**src/feature_cfg_pkg.sv**
```systemverilog
// Package: constants for the output feature configuration register.
// Assumes a 16-bit serial register interface with a 6-bit register address.
package feature_cfg_pkg;
   localparam logic [5:0]  CFG_REG_ADDR      = 6'h3F;
   localparam logic [15:0] CFG_RESET_VALUE   = 16'h0000;
   localparam logic [15:0] CFG_WRITABLE_MASK = 16'hC0BA;
   localparam int          BIT_BOOST_EN      = 15;
   localparam int          BIT_FINE_RES      = 14;
   localparam int          BIT_MIRROR_PWM    = 7;
   localparam int          BIT_HS1_ULD_MASK  = 5;
   localparam int          BIT_LS1_ULD_MASK  = 4;
   localparam int          BIT_TW_MASK       = 3;
   localparam int          BIT_GLOBAL_ULD    = 1;
   localparam int          DUTY_COARSE_W     = 7;
   localparam int          DUTY_FINE_W       = 9;
   localparam int          DUTY_EXTRA_W      = 2;
   // Frequency figures in Hz, selected by the generator's base-rate choice
   localparam int          FREQ_STD_LO_HZ    = 170;
   localparam int          FREQ_STD_HI_HZ    = 225;
   localparam int          FREQ_BOOST_LO_HZ  = 440;
   localparam int          FREQ_BOOST_HI_HZ  = 550;
   typedef enum logic [1:0] {
      FREQ_STD_LO,
      FREQ_STD_HI,
      FREQ_BOOST_LO,
      FREQ_BOOST_HI
   } pwm_freq_t;
endpackage

```
**src/duty_resolver.sv**
```systemverilog
// Duty resolver: builds the generator duty word from coarse and extra bits.
// Assumes inputs come from registers on the same clock.
`timescale 1ns/1ns
`default_nettype none
module duty_resolver
   import feature_cfg_pkg::*;
(
   // Configuration
   input  wire logic                    fine_en_i,
   // Duty sources
   input  wire logic [DUTY_COARSE_W-1:0] duty_coarse_i,
   input  wire logic [DUTY_EXTRA_W-1:0]  duty_extra_i,
   // Result, left aligned to nine bits
   output logic      [DUTY_FINE_W-1:0]   duty_o,
   output logic                          fine_active_o
);
   always_comb begin
      // Coarse mode zero-fills the two low bits so the scale stays the same
      if (fine_en_i) begin
         duty_o = {duty_coarse_i, duty_extra_i}; // RULE3
      end else begin
         duty_o = {duty_coarse_i, {DUTY_EXTRA_W{1'b0}}}; // RULE3
      end
      fine_active_o = fine_en_i;
   end
endmodule
`default_nettype wire

```
**src/output_feature_config_register.sv**
```systemverilog
// Output feature configuration register and the logic it steers.
// Assumes the serial frame decoder presents address, data and one-cycle
// strobes on CORE_CLK_I; diagnostic inputs are asynchronous and synchronised.
// Contract
// RULE1 - Boost off gives standard 170/225 Hz
// RULE2 - 440/550 Hz only with both boost bits
// RULE3 - Resolution bit picks 7 or 9-bit duty
// RULE4 - Thermal mask forces global warning inactive
// RULE5 - Underload mask forces global underload inactive
// RULE6 - Mirror discharge bit enables low-side PWM
// RULE7 - Mirror discharge disables feedback overcurrent recovery
// RULE8 - Register selected by address 3F
// RULE9 - Any output underload sets global underload
// RULE10 - Unused bits read zero; all reset zero
`timescale 1ns/1ns
`default_nettype none
module output_feature_config_register
   import feature_cfg_pkg::*;
#(
   parameter int N_OUTPUTS = 8
)(
   // Clock and reset
   input  wire logic                     CORE_CLK_I,
   input  wire logic                     RESETN_I,
   // Serial register access
   input  wire logic [5:0]               REG_ADDR_I,
   input  wire logic                     REG_WR_I,
   input  wire logic                     REG_RD_I,
   input  wire logic [15:0]              REG_WDATA_I,
   output logic      [15:0]              REG_RDATA_O,
   // PWM generator side
   input  wire logic                     PWM_FREQ_SELECT_HIGH_I,
   input  wire logic                     PWM_BASE_HI_I,
   input  wire logic [DUTY_COARSE_W-1:0] LAMP_DUTY_COARSE_I,
   input  wire logic [DUTY_EXTRA_W-1:0]  LAMP_DUTY_REGISTER_FOUR_I,
   output logic      [1:0]               PWM_FREQ_SEL_O,
   output logic      [DUTY_FINE_W-1:0]   PWM_DUTY_O,
   output logic                          PWM_FINE_RES_O,
   // Flag aggregation
   input  wire logic                     THERMAL_WARNING_I,
   input  wire logic [N_OUTPUTS-1:0]     OUTPUT_UNDERLOAD_I,
   output logic                          GLOBAL_THERMAL_WARNING_FLAG_O,
   output logic                          GLOBAL_UNDERLOAD_FLAG_O,
   output logic                          HIGH_SIDE_ONE_UNDERLOAD_MASK_O,
   output logic                          LOW_SIDE_ONE_UNDERLOAD_MASK_O,
   // Mirror low-side driver
   input  wire logic                     MIRROR_FEEDBACK_OVERCURRENT_RECOVERY_I,
   output logic                          MIRROR_DISCHARGE_PWM_ENABLE_O,
   output logic                          MIRROR_OC_RECOVERY_ENABLE_O
);

   // Whole module state; one always_comb builds the next copy of it
   typedef struct packed {
      // Stored configuration word, unused positions kept at zero
      logic [15:0]            cfg;
      // Read data, held from one read strobe to the next
      logic [15:0]            rdata;
      // Synchronisers for the asynchronous diagnostic levels
      logic                   tw_meta;
      logic                   tw_sync;
      logic [N_OUTPUTS-1:0]   uld_meta;
      logic [N_OUTPUTS-1:0]   uld_sync;
      // Gated global flags
      logic                   tw_flag;
      logic                   uld_flag;
      // Values handed to the PWM generator
      logic [1:0]             freq_sel;
      logic [DUTY_FINE_W-1:0] duty;
   } state_t;

   state_t s_q;
   state_t s_d;

   logic [DUTY_FINE_W-1:0] duty_w;
   logic                   fine_w;

   // Named views of the stored configuration bits
   logic                   boost_en_w;
   logic                   fine_res_w;
   logic                   tw_mask_w;
   logic                   uld_mask_w;

   assign boost_en_w = s_q.cfg[BIT_BOOST_EN];
   assign fine_res_w = s_q.cfg[BIT_FINE_RES];
   assign tw_mask_w  = s_q.cfg[BIT_TW_MASK];
   assign uld_mask_w = s_q.cfg[BIT_GLOBAL_ULD];

   duty_resolver u_duty (
      .fine_en_i     (fine_res_w),
      .duty_coarse_i (LAMP_DUTY_COARSE_I),
      .duty_extra_i  (LAMP_DUTY_REGISTER_FOUR_I),
      .duty_o        (duty_w),
      .fine_active_o (fine_w)
   );

   // Address decode is shared by the write and the read path
   function automatic logic addr_hit(input logic [5:0] a);
      return a == CFG_REG_ADDR;
   endfunction

   // Positions without storage are dropped here, so they always read zero
   function automatic logic [15:0] keep_writable(input logic [15:0] d);
      return d & CFG_WRITABLE_MASK;
   endfunction

   // Other addresses answer with zeros rather than the last word read
   function automatic logic [15:0] read_value(input logic [5:0]  a,
                                              input logic [15:0] cfg);
      return addr_hit(a) ? cfg : 16'h0000;
   endfunction

   // Boost needs both enables; the base rate only picks the family member
   function automatic pwm_freq_t freq_pick(input logic boost,
                                           input logic sel_high,
                                           input logic base_hi);
      pwm_freq_t f;
      if (boost && sel_high) begin
         f = base_hi ? FREQ_BOOST_HI : FREQ_BOOST_LO; // RULE2
      end else begin
         f = base_hi ? FREQ_STD_HI : FREQ_STD_LO; // RULE1
      end
      return f;
   endfunction

   // A set mask hides the condition; the raw input is left untouched
   function automatic logic flag_gate(input logic cond,
                                      input logic mask);
      return cond & ~mask;
   endfunction

   always_comb begin
      s_d = s_q;

      // Only the first stage feeds the second; logic reads the second
      s_d.tw_meta  = THERMAL_WARNING_I;
      s_d.tw_sync  = s_q.tw_meta;
      s_d.uld_meta = OUTPUT_UNDERLOAD_I;
      s_d.uld_sync = s_q.uld_meta;

      if (REG_WR_I && addr_hit(REG_ADDR_I)) begin // RULE8
         s_d.cfg = keep_writable(REG_WDATA_I); // RULE10
      end

      // Read data is captured at the strobe and held until the next read;
      // a write in the same cycle is not yet visible, so the old word wins
      if (REG_RD_I) begin
         s_d.rdata = read_value(REG_ADDR_I, s_q.cfg); // RULE8
      end

      // Flags are levels, not latched: clearing a mask shows a live fault
      s_d.tw_flag  = flag_gate(s_q.tw_sync, tw_mask_w); // RULE4
      s_d.uld_flag = flag_gate(|s_q.uld_sync, uld_mask_w); // RULE5 RULE9

      s_d.freq_sel = freq_pick(boost_en_w, PWM_FREQ_SELECT_HIGH_I, PWM_BASE_HI_I); // RULE1 RULE2

      // Registered so duty and frequency change on the same edge
      s_d.duty = duty_w; // RULE3
   end

   always_ff @(posedge CORE_CLK_I or negedge RESETN_I) begin
      if (!RESETN_I) begin
         s_q <= '0; // RULE10
         s_q.cfg <= CFG_RESET_VALUE;
      end else begin
         s_q <= s_d;
      end
   end

   assign REG_RDATA_O                    = s_q.rdata;
   assign PWM_FREQ_SEL_O                 = s_q.freq_sel;
   assign PWM_DUTY_O                     = s_q.duty;
   assign PWM_FINE_RES_O                 = fine_w;
   assign GLOBAL_THERMAL_WARNING_FLAG_O  = s_q.tw_flag;
   assign GLOBAL_UNDERLOAD_FLAG_O        = s_q.uld_flag;
   assign HIGH_SIDE_ONE_UNDERLOAD_MASK_O = s_q.cfg[BIT_HS1_ULD_MASK];
   assign LOW_SIDE_ONE_UNDERLOAD_MASK_O  = s_q.cfg[BIT_LS1_ULD_MASK];
   assign MIRROR_DISCHARGE_PWM_ENABLE_O  = s_q.cfg[BIT_MIRROR_PWM]; // RULE6
   // Recovery would fight the discharge pulses, so discharge overrides it
   assign MIRROR_OC_RECOVERY_ENABLE_O    = MIRROR_FEEDBACK_OVERCURRENT_RECOVERY_I
                                           & ~s_q.cfg[BIT_MIRROR_PWM]; // RULE7
endmodule
`default_nettype wire

```
**config.mk**
```make
export PLATFORM = sky130hd
export DESIGN_NAME = output_feature_config_register
export DESIGN_NICKNAME = d
export VERILOG_FILES = /design/src/feature_cfg_pkg.sv /design/src/duty_resolver.sv /design/src/output_feature_config_register.sv
export SDC_FILE = /design/constraint.sdc
export NUM_CORES = 1
export LEC_CHECK = 0
export BUFFER_PORTS_ARGS = -buffer_cell sky130_fd_sc_hd__buf_2
export CAP_MARGIN = 20
export CORE_ASPECT_RATIO = 2
export CORE_MARGIN = 10
export CORE_UTILIZATION = 30
export DETAILED_ROUTE_END_ITERATION = 7
export GPL_TIMING_DRIVEN = 0
export PLACE_DENSITY = 0.66
export SYNTH_ARGS = -nofsm -noshare
export SYNTH_HDL_FRONTEND = slang
export SYNTH_SLANG_ARGS = --single-unit
```
**constraint.sdc**
```tcl
create_clock -name CORE_CLK_I -period 0.8 [get_ports CORE_CLK_I]
set_input_delay 0.04 -clock CORE_CLK_I [delete_from_list [all_inputs] [get_ports CORE_CLK_I]]
set_output_delay 0.04 -clock CORE_CLK_I [all_outputs]
set_load 0.02 [all_outputs]
```
==> out/metrics.yaml <==
portBuffers: 62
synthTopCellsByCount: "dfrtp_1, buf_4, nor2b_1, a31o_2, mux2_4"
synth-edff-count: 0
dpl.hpwl_um: 2710
dieArea_um2: 9100
initial_core_util_pct: 30.7
fin_area_um2: 2690
drive_gt1_share_pct: 60.1
totalWireLength_um: 3780
hold_viol: 45
final_util_pct: 49.5
grt_max_degree: 46
hold_class: "in2async"
violations: "negative hold slack, negative setup slack"
fin_nets: 254
die_w_um: 72.6
slew_headroom_pct: 35.2
crit_fanout: 3
synth.most_common_cell: "dfrtp_1"
antenna_found_initial: 0
pwr-share-clk_pct: 34.3
r2r_start: "MIRROR_DISCHARGE_PWM_ENABLE_O"
antenna_cells: 0
worstSetupPathType: "reg2out"
cpMaxStageDelayCell: "dfrtp_2"
cts_num_sinks: 45
arrival_ns: 0.96
status: "finished with violations"
yosysSeqAreaShare_pct: 67.7
grt_overflow: 0
core-area_um2: 5420
grt_pass1_vias: 1343
syn_inst: 108
clkLatencyLatePin_ns: 0.29
netlist_area_um2: 1660
h-tree-depth: 2
worst_slack_ns: -0.195
switching_power_mw: 1.20
max_freq_mhz: 1000
period_needed_ns: 0.995
critPathRequiredTime_ns: 0.76
ys_types: 15
critPathBufInv: 2
syn_to_final_growth_pct: 61.5
irDropWorstVdd_mv: 1.64
p_comb_share_pct: 16.0
synth_area_leader_cell: "dfrtp_1"
regToRegSetupSlack_ns: -0.12
nFillCells: 505
seqPwrFrac_pct: 49.7
cp-end-kind: "primary output"
tns_ns: -2.89
io_pins: 81
cp_cell_sequence: "buf_4 > buf_6"
yosysTopAreaCellShare_pct: 67.7
syn_avg_cell_area_um2: 15.4
placed_cell_area_um2: 2080
groute.usage.overall_pct: 8.86
power_leakage_nw: 1.32
synth_ff_type: "dfrtp_1"
p_per_area_nw_per_um2: 1870
cts-root-buf: "clkbuf_8"
grt_pass1_wl_um: 6490
min_period_over_period_pct: 124
cts_buffers: 5
post-route-drc-count: 0
slowest_delay_ns: 0.42
worst_pin_slew_ns: 0.972
whs_ns: -0.0970
rsz0062_at_grt: "yes"
drt-wirelength-per-cell_um: 14.1
clock_path_buffers: 2
fp-row-count: 38
vias: 1090
drtIter0Drc: 21
maxCapViolCount: 0
ys_seq_elements: 45
worst_path_dominant_cell_family: "flip-flops"
firstDrtPassIters: 2
drv_slew: 0
ctsHoldBuffers: 27
switching_share_pct: 23.8
tritoncts: "built"
skew_ns: 0.00552
detail-route-antenna-nets: 0
critPathLaunchType: "register"
place_congestion: 0.671
critPathLaunch: "MIRROR_DISCHARGE_PWM_ENABLE_O"
viasPerCell: 4.07
synthArstFlopShare_pct: 100
clkTransAtPathRegs_ns: 0.08
die_h_um: 125
yosys_warnings: 0
p_int_mw: 3.84
synth.area.top_cells: "dfrtp_1, buf_4, mux2_4, a31o_2, nor2b_1"
final-setup-viol-count: 37
[worst register-to-register path, stage by stage, from the launching register on]
cell	delay, ns
dfrtp_2	0.42
buf_4	0.14
mux2_4	0.26
[layout by cell type (no fill, tap or decap), drive strengths merged, types with 3 or more instances in the layout]
| master | instances |
|---|---|
| dfrtp | 45 |
| mux2 | 7 |
| conb | 9 |
| clkbuf | 5 |
| dlygate4sd3 | 27 |
| nor2b | 9 |
| buf | 85 |
| and2 | 3 |
| a31o | 7 |
[power groups by stage]
stage                     sequential, mW  clock (mW)  combinational [mW]
final                               2.50        1.72               0.806
after global routing                2.52        1.91               0.876
after CTS                           2.50        1.81               0.764
after detailed placement            2.53           0               0.566
after global placement              2.53           0               0.555
after floorplan                     2.56           0               0.280
[routing by layer]
layer	share of wire (%)	wire length, µm	global-route usage (%)	vias up
met5	0	0	0	-
met4	0.53	20	2.70	0
met3	9.8	370	3.96	2
met2	56	2130	15.4	51
met1	33	1260	9.03	521
li1	-	-	-	516
[what timing repair did]
item | CTS | global route
pin swaps | 2 | 1
endpoints found under the setup margin | 37 | 42
cloned | 0 | 0
resized for setup | 59 | 16
hold endpoints to repair | 72 | 45
buffers inserted | 4 | 2
[worst paths after layout]
kind / endpoint / depth (start not counted)
min: REG_RDATA_O[5] / 1
max in group asynchronous: MIRROR_DISCHARGE_PWM_ENABLE_O / 1
max reg2reg: MIRROR_DISCHARGE_PWM_ENABLE_O / 2
min in group CORE_CLK_I: REG_RDATA_O[15] / 3
min reg2reg: s_q[20] / 0
max: MIRROR_DISCHARGE_PWM_ENABLE_O / 2
[registers in the layout, summed over array words and instances, names as in the netlist]
register	flops
MIRROR_DISCHARGE_PWM_ENABLE_O	1
s_q	11
PWM_DUTY_O	9
boost_en_w	1
GLOBAL_THERMAL_WARNING_FLAG_O	1
GLOBAL_UNDERLOAD_FLAG_O	1
PWM_FREQ_SEL_O	2
HIGH_SIDE_ONE_UNDERLOAD_MASK_O	1
REG_RDATA_O	7
LOW_SIDE_ONE_UNDERLOAD_MASK_O	1
s_d	9
fine_res_w	1
[area by class of cell]
type	count	area, µm²	share of cell area, %
multi-input combinational	43	422	15.7
sequential	45	1130	42.1
buffer	17	151	5.64
timing repair buffer	95	790	29.4
clock inverter	3	47.5	1.77
clock buffer	5	68.8	2.56
tap	60	75.1	2.80
[stage by stage]
stage | total power, mW | cells | worst slack [ns] | hold slack [ns]
after floorplan | 2.84 | 116 | -0.0386 | -0.256
after global placement | 3.08 | 238 | -0.185 | 0.149
after detailed placement | 3.10 | 238 | -0.204 | 0.149
after CTS | 5.08 | 266 | -0.203 | -0.0653
after global routing | 5.31 | 268 | -0.257 | -0.0246
final | 5.03 | 268 | -0.195 | -0.0970
[kinds of logic (layout without fill, tap and decap cells)]
logic type             Yosys count  in the layout  share of synthesized area [%]
DFF                             45             45                           67.7
buffers and inverters           28            120                           12.5
and+or+nand+nor                 19             19                           9.25
AOI/OAI and AO/OA                8              8                           3.99
muxes                            7              7                           6.32
other                            1              9                          0.226
(Power assumes the default switching activity.)
